$ cat src/design/pcs_pkg.sv
// constants, carriers and the status word builder for the config status bank
// assumes one config access port shared by all functions
package pcs_pkg;

    localparam int          PCS_NUM_FUNCS      = 2;
    localparam int          PCS_FUNC_W         = 1;
    localparam int          PCS_FLAG_CNT       = 6;

    localparam logic [7:0]  PCS_STATUS_OFFSET  = 8'h06;
    localparam logic [15:0] PCS_STATUS_RESET   = 16'h0210;
    localparam logic [15:0] PCS_READ_IDLE      = 16'h0000;

    localparam int          PCS_BIT_DPE        = 15;
    localparam int          PCS_BIT_SSE        = 14;
    localparam int          PCS_BIT_RMA        = 13;
    localparam int          PCS_BIT_RTA        = 12;
    localparam int          PCS_BIT_STA        = 11;
    localparam int          PCS_BIT_DEVSEL_HI  = 10;
    localparam int          PCS_BIT_DEVSEL_LO  = 9;
    localparam int          PCS_BIT_MDP        = 8;
    localparam int          PCS_BIT_FBB        = 7;
    localparam int          PCS_BIT_UDF        = 6;
    localparam int          PCS_BIT_DBL        = 5;
    localparam int          PCS_BIT_CAPABILITY_CHAIN_PRESENT    = 4;
    localparam int          PCS_BIT_INT        = 3;

    localparam logic [1:0]  PCS_DEVSEL_MEDIUM  = 2'h1;
    localparam logic        PCS_BACK_TO_BACK   = 1'h0;
    localparam logic        PCS_USER_FEATURE   = 1'h0;
    localparam logic        PCS_DOUBLE_SPEED   = 1'h0;
    localparam logic        PCS_CAP_CHAIN      = 1'h1;

    // index of each sticky flag inside the flag vector
    localparam int          PCS_F_DPE          = 5;
    localparam int          PCS_F_SSE          = 4;
    localparam int          PCS_F_RMA          = 3;
    localparam int          PCS_F_RTA          = 2;
    localparam int          PCS_F_STA          = 1;
    localparam int          PCS_F_MDP          = 0;

    typedef struct packed {
        logic                  wr;
        logic                  rd;
        logic [PCS_FUNC_W-1:0] func;
        logic [7:0]            addr;
        logic [1:0]            be;
        logic [15:0]           wdata;
    } pcs_cfg_req_t;

    typedef struct packed {
        logic int_disable;
        logic system_error_enable;
        logic parity_response_enable;
    } pcs_cmd_t;

    typedef struct packed {
        logic addr_parity_err;
        logic data_parity_err;
        logic serr_report;
        logic master_abort;
        logic target_abort_rcvd;
        logic target_abort_sig;
        logic perr_seen;
        logic bus_master;
        logic int_pending;
    } pcs_evt_t;

    // builds the visible status word from flags and interrupt status
    function automatic logic [15:0] pcs_status_word(
        input logic [PCS_FLAG_CNT-1:0] flags,
        input logic                    int_status
    );
        logic [15:0] w;
        w = 16'h0000;
        w[PCS_BIT_DPE] = flags[PCS_F_DPE];
        w[PCS_BIT_SSE] = flags[PCS_F_SSE];
        w[PCS_BIT_RMA] = flags[PCS_F_RMA];
        w[PCS_BIT_RTA] = flags[PCS_F_RTA];
        w[PCS_BIT_STA] = flags[PCS_F_STA];
        w[PCS_BIT_DEVSEL_HI:PCS_BIT_DEVSEL_LO] = PCS_DEVSEL_MEDIUM;
        w[PCS_BIT_MDP] = flags[PCS_F_MDP];
        w[PCS_BIT_FBB] = PCS_BACK_TO_BACK;
        w[PCS_BIT_UDF] = PCS_USER_FEATURE;
        w[PCS_BIT_DBL] = PCS_DOUBLE_SPEED;
        w[PCS_BIT_CAPABILITY_CHAIN_PRESENT] = PCS_CAP_CHAIN;
        w[PCS_BIT_INT] = int_status;
        return w;
    endfunction : pcs_status_word

endpackage : pcs_pkg

$ cat src/design/pcs_top.sv
// config status register bank for two bus functions, one flag bank per function
// assumes config requests and bus events are synchronous to clk_sys
// assumes command register enables arrive as inputs per function
//
// Behaviour
// - write one clears flag; reads side-effect free
// - parity error sets detected parity flag
// - enabled reported system error sets flag
// - master abort on own cycle sets flag
// - target abort on own cycle sets flag
// - own target abort termination sets flag
// - devsel timing field reads medium
// - master data parity needs three conditions
// - back-to-back capable bit reads zero
// - user feature bit reads zero
// - double speed bit reads zero
// - capability chain bit reads one
// - intx only when status set, enabled
// - interrupt disable leaves status tracking
// - reserved low bits read zero
// - sticky flags cleared only by global reset
// - each function has its own register
// - interrupt disable blocks intx drive
// - parity response disabled blocks perr and master data parity; detected parity still sets
// - address parity to serr needs both enables
`timescale 1ns/1ns
module pcs_top
    import pcs_pkg::*;
(
    input  wire logic                          clk_sys,
    input  wire logic                          rstn,
    input  wire logic                          soft_reset,
    input  wire pcs_cfg_req_t                  cfg_req,
    input  wire pcs_cmd_t [PCS_NUM_FUNCS-1:0]  cmd,
    input  wire pcs_evt_t [PCS_NUM_FUNCS-1:0]  evt,
    output logic          [15:0]               cfg_rdata,
    output logic                               cfg_ack,
    output logic          [PCS_NUM_FUNCS-1:0]  intx_assert,
    output logic                               perr_assert,
    output logic                               serr_assert
);

    // flag storage and qualified events
    logic [PCS_NUM_FUNCS-1:0][PCS_FLAG_CNT-1:0] flags;
    logic [PCS_NUM_FUNCS-1:0][PCS_FLAG_CNT-1:0] set_vec;
    logic [PCS_NUM_FUNCS-1:0][PCS_FLAG_CNT-1:0] clr_vec;
    logic [PCS_NUM_FUNCS-1:0]                   wr_hit;
    logic [PCS_NUM_FUNCS-1:0]                   serr_evt;
    logic [PCS_NUM_FUNCS-1:0]                   perr_evt;
    logic [PCS_NUM_FUNCS-1:0]                   intx_next;

    // output and status registers
    logic [PCS_NUM_FUNCS-1:0]                   int_status_reg;
    logic [PCS_NUM_FUNCS-1:0]                   intx_reg;
    logic [15:0]                                rdata_reg;
    logic [15:0]                                rdata_next;
    logic                                       ack_reg;
    logic                                       ack_next;
    logic                                       perr_reg;
    logic                                       perr_next;
    logic                                       serr_reg;
    logic                                       serr_next;

    // request decode
    wire logic                                  addr_hit;
    wire logic                                  rd_hit;
    wire logic                                  clr_lane;
    wire logic [PCS_FLAG_CNT-1:0]               clr_bits;
    wire logic [15:0]                           sel_word;
    wire logic                                  lesser_rst;

    assign addr_hit   = (cfg_req.addr == PCS_STATUS_OFFSET);
    assign rd_hit     = cfg_req.rd && addr_hit;
    assign clr_lane   = cfg_req.wr && addr_hit && cfg_req.be[1];
    assign lesser_rst = soft_reset;

    // write-one positions mapped onto the flag vector
    assign clr_bits = {
        cfg_req.wdata[PCS_BIT_DPE],
        cfg_req.wdata[PCS_BIT_SSE],
        cfg_req.wdata[PCS_BIT_RMA],
        cfg_req.wdata[PCS_BIT_RTA],
        cfg_req.wdata[PCS_BIT_STA],
        cfg_req.wdata[PCS_BIT_MDP]
    };

    // per function qualification and flag bank
    for (genvar f = 0; f < PCS_NUM_FUNCS; f++) begin : g_func

        assign wr_hit[f] = clr_lane && (cfg_req.func == PCS_FUNC_W'(f));

        assign clr_vec[f] = wr_hit[f] ? clr_bits : '0;

        assign serr_evt[f] = cmd[f].system_error_enable
                           && (evt[f].serr_report
                           || (evt[f].addr_parity_err
                           && cmd[f].parity_response_enable));

        assign perr_evt[f] = evt[f].data_parity_err
                           && cmd[f].parity_response_enable;

        assign set_vec[f][PCS_F_DPE] = evt[f].addr_parity_err
                                     | evt[f].data_parity_err;
        assign set_vec[f][PCS_F_SSE] = serr_evt[f];
        assign set_vec[f][PCS_F_RMA] = evt[f].master_abort;
        assign set_vec[f][PCS_F_RTA] = evt[f].target_abort_rcvd;
        assign set_vec[f][PCS_F_STA] = evt[f].target_abort_sig;
        assign set_vec[f][PCS_F_MDP] = evt[f].perr_seen
                                     && evt[f].bus_master
                                     && cmd[f].parity_response_enable;

        assign intx_next[f] = evt[f].int_pending
                            && !cmd[f].int_disable;

        pcs_flag_bank u_flags (
            .clk_sys (clk_sys),
            .rstn    (rstn),
            .set_vec (set_vec[f]),
            .clr_vec (clr_vec[f]),
            .flags   (flags[f])
        );

        a_dpe_set: assert property (
            @(posedge clk_sys) disable iff (!rstn)
            (evt[f].addr_parity_err || evt[f].data_parity_err)
            |=> flags[f][PCS_F_DPE]
        ) else $error("detected parity flag not set");

        a_dpe_cause: assert property (
            @(posedge clk_sys) disable iff (!rstn)
            $rose(flags[f][PCS_F_DPE])
            |-> $past(evt[f].addr_parity_err || evt[f].data_parity_err)
        ) else $error("detected parity flag set without cause");

        a_sse_gate: assert property (
            @(posedge clk_sys) disable iff (!rstn)
            $rose(flags[f][PCS_F_SSE])
            |-> $past(cmd[f].system_error_enable)
        ) else $error("system error flag set while disabled");

        a_sse_set: assert property (
            @(posedge clk_sys) disable iff (!rstn)
            (evt[f].serr_report && cmd[f].system_error_enable)
            |=> flags[f][PCS_F_SSE]
        ) else $error("system error flag not set");

        a_abort_flags: assert property (
            @(posedge clk_sys) disable iff (!rstn)
            (evt[f].master_abort || evt[f].target_abort_rcvd
             || evt[f].target_abort_sig)
            |=> (flags[f][PCS_F_RMA] || !$past(evt[f].master_abort))
             && (flags[f][PCS_F_RTA] || !$past(evt[f].target_abort_rcvd))
             && (flags[f][PCS_F_STA] || !$past(evt[f].target_abort_sig))
        ) else $error("abort flag not set");

        a_abort_cause: assert property (
            @(posedge clk_sys) disable iff (!rstn)
            $rose(flags[f][PCS_F_RMA]) |-> $past(evt[f].master_abort)
        ) else $error("master abort flag set without cause");

        a_mdp_cond: assert property (
            @(posedge clk_sys) disable iff (!rstn)
            $rose(flags[f][PCS_F_MDP])
            |-> $past(evt[f].perr_seen && evt[f].bus_master
                      && cmd[f].parity_response_enable)
        ) else $error("master data parity flag set without cause");

        a_mdp_set: assert property (
            @(posedge clk_sys) disable iff (!rstn)
            (evt[f].perr_seen && evt[f].bus_master
             && cmd[f].parity_response_enable)
            |=> flags[f][PCS_F_MDP]
        ) else $error("master data parity flag not set");

        a_w1c_clear: assert property (
            @(posedge clk_sys) disable iff (!rstn)
            (wr_hit[f] && cfg_req.wdata[PCS_BIT_DPE]
             && !set_vec[f][PCS_F_DPE])
            |=> !flags[f][PCS_F_DPE]
        ) else $error("write one did not clear flag");

        a_zero_keep: assert property (
            @(posedge clk_sys) disable iff (!rstn)
            (wr_hit[f] && !cfg_req.wdata[PCS_BIT_RMA]
             && flags[f][PCS_F_RMA])
            |=> flags[f][PCS_F_RMA]
        ) else $error("write zero changed flag");

        a_flag_fall: assert property (
            @(posedge clk_sys) disable iff (!rstn)
            $past(rstn)
            |-> ($past(flags[f]) & ~flags[f] & ~$past(clr_vec[f])) == '0
        ) else $error("sticky flag dropped without write one");

        a_set_wins: assert property (
            @(posedge clk_sys) disable iff (!rstn)
            (wr_hit[f] && cfg_req.wdata[PCS_BIT_STA]
             && evt[f].target_abort_sig)
            |=> flags[f][PCS_F_STA]
        ) else $error("clear won over set");

        a_intx_gate: assert property (
            @(posedge clk_sys) disable iff (!rstn || lesser_rst)
            intx_reg[f]
            |-> int_status_reg[f] && !$past(cmd[f].int_disable)
        ) else $error("intx driven while blocked");

        a_intx_drive: assert property (
            @(posedge clk_sys) disable iff (!rstn || lesser_rst)
            (evt[f].int_pending && !cmd[f].int_disable)
            |=> intx_reg[f]
        ) else $error("intx not driven while pending");

        a_int_track: assert property (
            @(posedge clk_sys) disable iff (!rstn)
            ##1 !$past(lesser_rst)
            |-> int_status_reg[f] == $past(evt[f].int_pending)
        ) else $error("interrupt status stopped tracking");

        a_soft_keep: assert property (
            @(posedge clk_sys) disable iff (!rstn)
            (lesser_rst && set_vec[f] == '0 && clr_vec[f] == '0)
            |=> flags[f] == $past(flags[f])
        ) else $error("lesser reset changed sticky flags");

        a_reset_word: assert property (
            @(posedge clk_sys) disable iff (!rstn)
            $past(!rstn)
            |-> pcs_status_word(flags[f], int_status_reg[f])
                == PCS_STATUS_RESET
        ) else $error("status word wrong after reset");

        a_perr_drive: assert property (
            @(posedge clk_sys) disable iff (!rstn || lesser_rst)
            (evt[f].data_parity_err && cmd[f].parity_response_enable)
            |=> perr_reg
        ) else $error("perr not requested for enabled parity error");

        a_serr_drive: assert property (
            @(posedge clk_sys) disable iff (!rstn || lesser_rst)
            (evt[f].addr_parity_err && cmd[f].system_error_enable
             && cmd[f].parity_response_enable)
            |=> serr_reg
        ) else $error("serr not requested for address parity error");

    end : g_func

    // selected function's word for a read
    assign sel_word = pcs_status_word(
        flags[cfg_req.func],
        int_status_reg[cfg_req.func]
    );

    assign rdata_next = rd_hit ? sel_word : PCS_READ_IDLE;
    assign ack_next   = cfg_req.rd || cfg_req.wr;

    // shared error pins: any function may request them
    assign perr_next = |perr_evt;
    assign serr_next = |serr_evt;

    // interrupt status tracks the condition, disable only gates intx
    always_ff @(posedge clk_sys) begin
        if (!rstn || lesser_rst) begin
            int_status_reg <= '0;
            intx_reg       <= '0;
        end else begin
            int_status_reg <= {
                evt[1].int_pending,
                evt[0].int_pending
            };
            intx_reg       <= intx_next;
        end
    end

    // config answer registers
    always_ff @(posedge clk_sys) begin
        if (!rstn || lesser_rst) begin
            rdata_reg <= PCS_READ_IDLE;
            ack_reg   <= 1'h0;
        end else begin
            rdata_reg <= rdata_next;
            ack_reg   <= ack_next;
        end
    end

    // error pin requests
    always_ff @(posedge clk_sys) begin
        if (!rstn || lesser_rst) begin
            perr_reg <= 1'h0;
            serr_reg <= 1'h0;
        end else begin
            perr_reg <= perr_next;
            serr_reg <= serr_next;
        end
    end

    a_read_fixed: assert property (
        @(posedge clk_sys) disable iff (!rstn || lesser_rst)
        rd_hit
        |=> rdata_reg[PCS_BIT_DEVSEL_HI:PCS_BIT_DEVSEL_LO] == 2'h1
         && rdata_reg[PCS_BIT_FBB] == 1'h0
         && rdata_reg[PCS_BIT_UDF] == 1'h0
         && rdata_reg[PCS_BIT_DBL] == 1'h0
         && rdata_reg[PCS_BIT_CAPABILITY_CHAIN_PRESENT] == 1'h1
         && rdata_reg[2:0] == 3'h0
         && ack_reg
    ) else $error("hardwired status bits wrong");

    a_read_pure: assert property (
        @(posedge clk_sys) disable iff (!rstn)
        (cfg_req.rd && !cfg_req.wr && evt == '0 && !lesser_rst)
        |=> flags == $past(flags)
    ) else $error("read disturbed flags");

    a_read_flags: assert property (
        @(posedge clk_sys) disable iff (!rstn || lesser_rst)
        rd_hit
        |=> rdata_reg[PCS_BIT_DPE] == $past(flags[cfg_req.func][PCS_F_DPE])
         && rdata_reg[PCS_BIT_MDP] == $past(flags[cfg_req.func][PCS_F_MDP])
         && rdata_reg[PCS_BIT_INT] == $past(int_status_reg[cfg_req.func])
    ) else $error("read data does not show current flags");

    a_serr_gate: assert property (
        @(posedge clk_sys) disable iff (!rstn || lesser_rst)
        serr_reg
        |-> $past(serr_evt != '0)
    ) else $error("serr without enabled cause");

    a_perr_gate: assert property (
        @(posedge clk_sys) disable iff (!rstn || lesser_rst)
        perr_reg
        |-> $past(perr_evt != '0)
    ) else $error("perr while response disabled");

    assign cfg_rdata   = rdata_reg;
    assign cfg_ack     = ack_reg;
    assign intx_assert = intx_reg;
    assign perr_assert = perr_reg;
    assign serr_assert = serr_reg;

endmodule : pcs_top

$ cat src/design/pcs_flag_bank.sv
// sticky flag bank of one function, set by hardware, cleared by writing ones
// assumes set and clear vectors are single-cycle qualified strobes
`timescale 1ns/1ns
module pcs_flag_bank
    import pcs_pkg::*;
(
    input  wire logic                    clk_sys,
    input  wire logic                    rstn,
    input  wire logic [PCS_FLAG_CNT-1:0] set_vec,
    input  wire logic [PCS_FLAG_CNT-1:0] clr_vec,
    output logic      [PCS_FLAG_CNT-1:0] flags
);

    logic [PCS_FLAG_CNT-1:0] flags_reg;
    logic [PCS_FLAG_CNT-1:0] flags_next;

    // set wins over a clear in the same cycle
    assign flags_next = set_vec | (flags_reg & ~clr_vec);

    // only the global reset clears the flags
    always_ff @(posedge clk_sys) begin
        if (!rstn) begin
            flags_reg <= '0;
        end else begin
            flags_reg <= flags_next;
        end
    end

    assign flags = flags_reg;

endmodule : pcs_flag_bank

$ cat config.mk
export PLATFORM = sky130hd
export DESIGN_NAME = pcs_top
export DESIGN_NICKNAME = d
export VERILOG_FILES = /design/src/design/pcs_pkg.sv /design/src/design/pcs_top.sv /design/src/design/pcs_flag_bank.sv
export SDC_FILE = /design/constraint.sdc
export NUM_CORES = 1
export LEC_CHECK = 0
export ABC_AREA = 0
export BUFFER_PORTS_ARGS = -buffer_cell sky130_fd_sc_hd__buf_2
export CORE_ASPECT_RATIO = 0.5
export CORE_UTILIZATION = 40
export CTS_CLUSTER_SIZE = 30
export DETAILED_ROUTE_END_ITERATION = 6
export PLACE_DENSITY = 0.79
export SKIP_CTS_REPAIR_TIMING = 1
export SLEW_MARGIN = 0
export SYNTH_ARGS = -nofsm -noshare
export SYNTH_HDL_FRONTEND = slang
export SYNTH_SLANG_ARGS = --single-unit
$ cat constraint.sdc
create_clock -name clk_sys -period 1.8 [get_ports clk_sys]
set_input_delay 0.27 -clock clk_sys [delete_from_list [all_inputs] [get_ports clk_sys]]
set_output_delay 0.27 -clock clk_sys [all_outputs]
set_load 0.01 [all_outputs]
[Yosys cells after proc, flatten, opt, wreduce, memory -nomap -nowiden]
Cells that the tools add are included.
Storage, ports and cells
  register bits after elaboration: 35
  bits of input ports: 56
  output and inout port bits: 21
Cells by class
  order comparisons: 1
  equality and inequality tests: 1
  mux-type cells: 7
  bitwise gates (word level): 10
  reduce and logical (&&, ||, !) cells: 27
Operator list (number)
  6-bit 2-to-1 mux: 4
  1-bit logical AND: 17
  6-bit AND: 2
  6-bit inverter: 2
  6-bit OR: 2
  10-bit 2-to-1 mux: 1
  8-bit by 3-bit == test with 1-bit output (second input constant): 1
  2-bit OR reduction: 3
  1-bit logical OR: 4
  1-bit zero test: 3
  1-bit by 2-bit less-than comparator with 1-bit output (second input constant): 1
  1-bit 2-to-1 mux: 2
  1-bit inverter: 2
  1-bit OR: 2

[Longest topological paths before layout]
Gate-level depths: netlist of run 1.
  depth in word-level cells: 8
  mapped depth: 4
  gate-level depth less buffers: 3

[Modules after synthesis]
From an unflattened synthesis of run 1, not the netlist that was laid out.
Unflattened totals
  cells, all modules: 130
  area, all modules: 1328.8 um^2
Modules (own cells, without submodules)
  pcs_top: times used 1, cells each 94, area each 833.3 um^2, seq. area each 300.3 um^2
  pcs_flag_bank: times used 2, cells each 18, area each 247.7 um^2, seq. area each 120.1 um^2

[Worst setup path after synthesis of run 1]
No wires, ideal clock.
  kind: input to register
  start: in cfg_req[23] (netlist bit)
  end: reg rdata_reg[11] (netlist: cfg_rdata[11])
  library setup time: 0.063 ns
  data arrival time: 1.464 ns
  setup slack: 0.272 ns
  cell stages on the path: 4
  path buffers: 1
  cells stage by stage: or4_4 > or4_1 > buf_4 > nor2_2
On the way
  longest elaborated chain between the ends: 4
Ends and longest elaborated chain
  start: declaration: line pcs_top.sv:33  | input wire pcs_cfg_req_t cfg_req,
  8-bit by 3-bit == test with 1-bit output: line pcs_top.sv:72  | assign addr_hit = (cfg_req.addr == PCS_STATUS_OFFSET);
  1-bit logical AND: line pcs_top.sv:73  | assign rd_hit = cfg_req.rd && addr_hit;
  1-bit inverter (no source line)
  2-bit OR reduction (no source line)
  end signal: assignment: line pcs_top.sv:281  | rdata_reg <= rdata_next;
  end: declaration: line pcs_top.sv:55  | logic [15:0] rdata_reg;
Every way passes these cells.
A chain may end at the register's enable or synchronous reset.

[Worst setup path after layout of run 1]
  start: in cfg_req[23] (netlist bit)
  end: reg rdata_reg[15] (netlist: cfg_rdata[15])
The elaborated chain is that of the path after synthesis.

==> results of run 1 <==
Yosys cell counts:
| master | number | area [sq um] |
|---|---|---|
| a311oi_1 | 6 | 52.6 |
| nand2_1 | 4 | 15.0 |
| a22oi_1 | 1 | 7.51 |
| conb_1 | 1 | 3.75 |
| nor4_2 | 1 | 12.5 |
| nand2b_1 | 1 | 6.26 |
| and2_1 | 2 | 12.5 |
| nand3_1 | 3 | 15.0 |
| nor3_1 | 4 | 20.0 |
| inv_1 | 8 | 30.0 |
| or4_4 | 1 | 11.3 |
| buf_4 | 9 | 67.6 |
| nand4bb_1 | 1 | 11.3 |
| o21ai_0 | 6 | 30.0 |
| nor2b_1 | 3 | 18.8 |
| nor2_2 | 7 | 43.8 |
| or4_1 | 1 | 7.51 |
| a31oi_1 | 8 | 50.1 |
| dfxtp_1 | 27 | 541 |
| nor2_1 | 5 | 18.8 |
| mux2i_1 | 7 | 70.1 |
| clkbuf_1 | 1 | 3.75 |
| a21oi_1 | 3 | 15.0 |
| a21o_1 | 2 | 15.0 |
kinds of logic after synthesis:
group,count (synthesis)
muxes,7
and+or+nand+nor,33
AOI/OAI and AO/OA,26
buffers and inverters,18
DFF,27
other,1
critical path, delay by kind of cell:
kind	cells	cell delay [ns]
buffers and inverters	2	0.28
AND/OR/NAND/NOR	3	1.10
metal layers:
| layer | global-route usage, % | part of all wire [%] | up-vias |
|---|---|---|---|
| li1 | - | - | 509 |
| met1 | 19.5 | 44 | 451 |
| met2 | 32.6 | 50 | 46 |
| met3 | 3.91 | 5.4 | 4 |
| met4 | 3.70 | 0.25 | 0 |
| met5 | 0 | 0 | - |
path summary, 6_finish.rpt:
| kind | cells after the start | end | slack (ns) |
|---|---|---|---|
| worst min-delay path | 2 | intx_assert[1] | 0.15 |
| worst max register to register | 2 | g_func[1].u_flags.flags[0] | 1.03 |
| worst max-delay path | 5 | cfg_rdata[15] | 0.37 |
| worst min register to register | 2 | cfg_rdata[3] | 0.48 |
per-stage QoR:
| stage | cell area (sq um) | utilization, % |
|---|---|---|
| 2_1_floorplan | 1100 | - |
| 3_5_place_dp | 1390 | 58.8 |
| 5_1_grt | 1440 | 60.7 |
| 4_1_cts | 1440 | 60.7 |
| 3_3_place_gp | 1390 | 58.8 |
| 6_report | 1440 | 60.7 |
area by class of cell:
type	count	area (sq um)
Clock buffer	3	41.3
Clock inverter	1	5.00
Fill cell	218	932
Inverter	8	30.0
Multi-Input combinational cell	73	459
Sequential cell	27	541
Tap cell	35	43.8
Timing Repair Buffer	62	320
power breakdown:
part / switching, mW / internal, mW / total [mW]
sequential: 0.0103 / 0.622 / 0.632
clock: 0.177 / 0.155 / 0.332
combinational: 0.0717 / 0.0682 / 0.140
total: 0.259 / 0.845 / 1.10
==> results.py, run 1 <==
metrics = {
    "detailed_routing": {
        "vias": 1010,
        "drt-total-wl_mm": 2.39,
        "routedWlPerCell_um": 11.4,
        "route.detailed.drc": 0,
        "ant_nets": 0,
        "viasPerCell": 4.83,
        "drt-initial-drc-count": 33,
        "dr.pass1.iters": 4,
    },
    "sta": {
        "fmax_mhz": 698,
        "setup_viol_count_final": 0,
        "grt_setup_unrepaired": "no",
        "post-route-min-period_ns": 1.43,
        "maxSlewViolCount": 0,
        "period_share_pct": 79.6,
        "hold_violations": 0,
        "setup_ws_ns": 0.367,
        "tns_ns": 0,
        "skew_ns": 0.00313,
        "hold_ws_ns": 0.145,
    },
    "worst_setup_path": {
        "worst_path_max_delay_cell": "or4_4",
        "worstPathMaxFanout": 4,
        "crit_path_start_kind": "input port",
        "critPathArrivalTime_ns": 1.65,
        "worstPathCellList": "buf_2, or4_4, or4_1, buf_4, nor2_2",
        "required_ns": 2.01,
        "rr_startpoint": "g_func[1].u_flags.flags[0]",
        "cpPeakStageDelay_ns": 0.55,
        "worstSetupPathType": "input port to flip-flop",
        "endpoint_kind": "flip-flop",
        "cp-startpoint": "cfg_req[23]",
    },
    "clocking": {
        "insertion_delay_ns": 0.27,
        "cts_made_buffers": 3,
        "clk_pin_slew_ns": 0.09,
        "cts_root_buf": "clkbuf_8",
        "clk_path_buf_depth": 2,
        "clock_sinks": 27,
        "cts_htree_levels": 1,
        "cts_tree": "yes",
    },
    "global_route": {
        "grt_overflow": 0,
        "gr-usage-all-layers_pct": 17.0,
        "antenna_found_initial": 0,
        "grt_pass1_vias": 835,
        "grt_pass1_wl_mm": 3.57,
        "grt_max_degree": 16,
    },
    "layout": {
        "synthToLayoutAreaGrowth_pct": 33.5,
        "final_cell_mix": "buf_2 (58), dfxtp_1 (27), inv_1 (8), a31oi_1 (8)",
        "drive_above_1_share_pct": 43.1,
        "fin_cells": 209,
        "fin_nets": 231,
        "largest_reg_flops": 12,
        "final_common_cell": "buf_2",
        "diodes": 0,
    },
    "power": {
        "finalPower_mw": 1.10,
        "leakage_nw": 0.712,
        "power_density_nw_per_um2": 767,
        "ir_drop_mv": 0.341,
    },
    "synth": {
        "synthDistinctLibCells": 24,
        "ys_ff_latch": 27,
        "syn_area_sq_um": 1080,
        "ys_seq_area_share_pct": 50.1,
        "yosys.area_share.simple_pct": 17.9,
        "ys_warn_count": 0,
        "synthMuxAreaShare_pct": 6.50,
        "synth_cells": 112,
        "synth_top_family_by_area": "simple AND/OR/NAND/NOR gates",
        "avgSynthCellArea_sq_um": 9.63,
        "yosys.area_share.xor_xnor_pct": 0,
        "synth_compound_area_share_pct": 15.8,
        "synthAdderAreaFrac_pct": 0,
    },
    "min_path": {
        "hp-start": "cmd[5]",
        "hold_class": "input port to flip-flop",
    },
    "die": {
        "initial_core_util_pct": 45.5,
        "rows": 12,
        "die_y_um": 38.7,
        "io_pins": 77,
        "core_sq_um": 2370,
        "die_w_um": 75.4,
        "die_area_sq_um": 2920,
    },
    "placed_design": {
        "dp_hpwl_mm": 1.91,
        "io_buffer_count": 58,
        "gp_congestion": 0.756,
        "pre_cts_ws_ns": 0.101,
        "placed_cells": 205,
    },
    "run_status": {
        "outcome": "complete, no violations",
    },
    "run": {
        "cap_violations": 0,
    },
}
No activity file was read; power rests on OpenSTA's default activity.
==> run 2, diff against run 1 <==
ABC_AREA = 1   (was 0)
CORE_UTILIZATION = 37   (was 40)
PLACE_DENSITY = 0.75   (was 0.79)
clock period = 1.3 ns   (was 1.8 ns; I/O delays follow)
==> run 2 against run 1 <==
  * Non-clock buffer count did not move
  * Register-to-register slack lost 0.33 ns
  * Clock power is 37% higher
  * Utilization is 6.5 points lower
  * Via count increased by 7.6%
  * Area after synthesis rose by 8.0%
  * Final area up 4.7%
  * Power grew 39%
==> results.py, run 2 <==
metrics = {
    "worst_setup_path": {
        "required_ns": 1.11,
        "endpoint_kind": "primary output",
        "cpPeakStageDelay_ns": 0.32,
        "worst_path_max_delay_cell": "dfxtp_1",
        "worstPathMaxFanout": 2,
        "cp_num_buf_inv": 1,
        "worst-r2r-setup-slack_ns": 0.70,
        "worstSetupPathType": "flip-flop to primary output",
        "worstPathCellList": "buf_2",
        "crit_path_start_kind": "flip-flop",
        "cp_top_family": "flip-flops",
        "critPathArrivalTime_ns": 0.71,
    },
    "layout": {
        "fin_nets": 263,
        "largest_reg_flops": 12,
        "fin_area_sq_um": 1510,
        "fillers": 276,
        "final_cell_mix": "buf_2 (58), nand2_1 (34), dfxtp_1 (27)",
        "diodes": 0,
        "drive_above_1_share_pct": 37.4,
        "synthToLayoutAreaGrowth_pct": 29.4,
        "final_common_cell": "buf_2",
        "post-route-util_pct": 54.2,
    },
    "sta": {
        "hold_violations": 0,
        "maxSlewViolCount": 0,
        "fmax_mhz": 1100,
        "setup_ws_ns": 0.395,
        "skew_ns": 0.00191,
        "grt_setup_unrepaired": "no",
        "setup_viol_count_final": 0,
        "period_share_pct": 69.6,
        "tns_ns": 0,
        "post-route-min-period_ns": 0.905,
    },
    "synth": {
        "ys_ff_latch": 27,
        "yosysMostFrequentCell": "nand2_1",
        "yosys.area.top_type": "dfxtp_1",
        "synth_top_area_share_pct": 46.4,
        "avgSynthCellArea_sq_um": 7.87,
        "async_flop_share_pct": 0,
        "ys_top_cells_by_area": "dfxtp_1 (46%), nand2_1 (11%), nand4_1 (6.4%), a21oi_1 (6.0%), inv_1 (5.5%)",
        "ys_warn_count": 0,
        "synth_edf_count": 0,
        "syn_area_sq_um": 1160,
        "synthTopCellsByCount": "nand2_1 (34), dfxtp_1 (27), inv_1 (17), a21oi_1 (14), nand4_1 (12)",
        "synthFlopType": "dfxtp_1",
        "synthDistinctLibCells": 20,
        "synth_cells": 148,
        "ys_seq_area_share_pct": 46.4,
    },
    "global_route": {
        "use_met2_pct": 27.3,
        "grtUsageMet3_pct": 4.84,
        "grt_pass1_wl_mm": 4.06,
        "antenna_found_initial": 0,
        "grt_pass1_vias": 930,
        "gr-usage-met1_pct": 18.2,
        "grt-busiest-layer": "met2",
        "grt_overflow": 0,
        "grt_max_degree": 15,
        "gr-usage-all-layers_pct": 15.7,
    },
    "power": {
        "power_density_nw_per_um2": 1020,
        "ir_drop_mv": 0.569,
        "p_clk_share_pct": 29.6,
        "internal-power_mw": 1.17,
        "seq_power_share_pct": 57.1,
        "p_switching_mw": 0.362,
        "leakage_nw": 0.768,
        "swShare_pct": 23.7,
        "comb_power_share_pct": 13.3,
    },
    "placed_design": {
        "dp_hpwl_mm": 1.94,
        "pre_cts_ws_ns": 0.160,
        "post_dp_cell_area_sq_um": 1460,
        "gp_congestion": 0.767,
        "io_buffer_count": 58,
    },
    "min_path": {
        "hold_class": "input port to flip-flop",
    },
    "clocking": {
        "cts_tree": "yes",
        "clk_pin_slew_ns": 0.08,
        "cts_htree_levels": 1,
        "insertion_delay_ns": 0.26,
        "cts_made_buffers": 3,
        "clock_sinks": 27,
        "cts_root_buf": "clkbuf_8",
        "clk_path_buf_depth": 2,
    },
    "die": {
        "die_w_um": 81.4,
        "core_sq_um": 2780,
        "io_pins": 77,
        "rows": 13,
        "initial_core_util_pct": 41.9,
        "die_area_sq_um": 3390,
        "die_y_um": 41.7,
    },
    "detailed_routing": {
        "drt-total-wl_mm": 2.45,
        "route.detailed.drc": 0,
        "vias": 1087,
        "dr.pass1.iters": 4,
        "viasPerCell": 4.47,
        "ant_nets": 0,
        "routedWlPerCell_um": 10.1,
        "drt-initial-drc-count": 30,
    },
    "run": {
        "cap_violations": 0,
    },
    "run_status": {
        "outcome": "complete, no violations",
    },
}
## run 2: cell count changes after synthesis, sizes merged, moves of 3 or more
| cell | previous run | this run |
|---|---|---|
| nand4 | 0 | 12 |
| clkbuf | 1 | 4 |
| a311oi | 6 | 0 |
| inv | 8 | 18 |
| mux2i | 7 | 0 |
| a31oi | 8 | 0 |
| nand2 | 4 | 34 |
| nor2b | 3 | 0 |
| o21ai | 6 | 2 |
| a21oi | 3 | 21 |
## run 2: kinds of logic (layout without fill, tap and decap cells)
family                 Yosys count  count (layout)  synth area share [%]
and+or+nand+nor                 65              65                  27.5
buffers and inverters           32              84                  13.6
DFF                             27              27                  46.4
AOI/OAI and AO/OA               23              23                  12.1
other                            1               7                 0.322
## run 2: final cells by class
| cell class | instances | area (sq um) | area share (%) |
|---|---|---|---|
| inverters | 18 | 67.6 | 4.48 |
| flip-flops and latches | 27 | 541 | 35.9 |
| repair buffers | 62 | 320 | 21.2 |
| clock buffers | 4 | 45.0 | 2.99 |
| well taps | 37 | 46.3 | 3.07 |
| multi-input cells | 95 | 488 | 32.4 |
## run 2: worst paths after layout
check	start	end	depth (start not counted)
max reg2reg	g_func[0].u_flags.flags[5]	g_func[0].u_flags.flags[5]	2
min reg2reg	int_status_reg[1]	cfg_rdata[3]	2
max	cfg_rdata[4]	cfg_rdata[4]	1
min	cmd[5]	intx_assert[1]	2
## run 2: power by group through the flow
stage	Clock, mW	Sequential (mW)	Combinational [mW]
CTS	0.471	0.874	0.204
global placement	0	0.893	0.196
global route	0.508	0.878	0.227
finish	0.454	0.874	0.203
floorplan	0	0.895	0.114
detailed placement	0	0.894	0.203
## run 2: per-layer routing
layer,vias up,part of all wire [%]
li1,578,-
met1,467,44
met2,38,49
met3,4,6.4
met4,0,0.90
met5,-,0
## run 2: metrics by stage
stage               instances  power [mW]  hold WS (ns)
global route              243        1.61        0.0702
finish                    243        1.53        0.0779
floorplan                 154        1.01         0.272
CTS                       243        1.55        0.0733
global placement          239        1.09         0.355
detailed placement        239        1.10         0.359
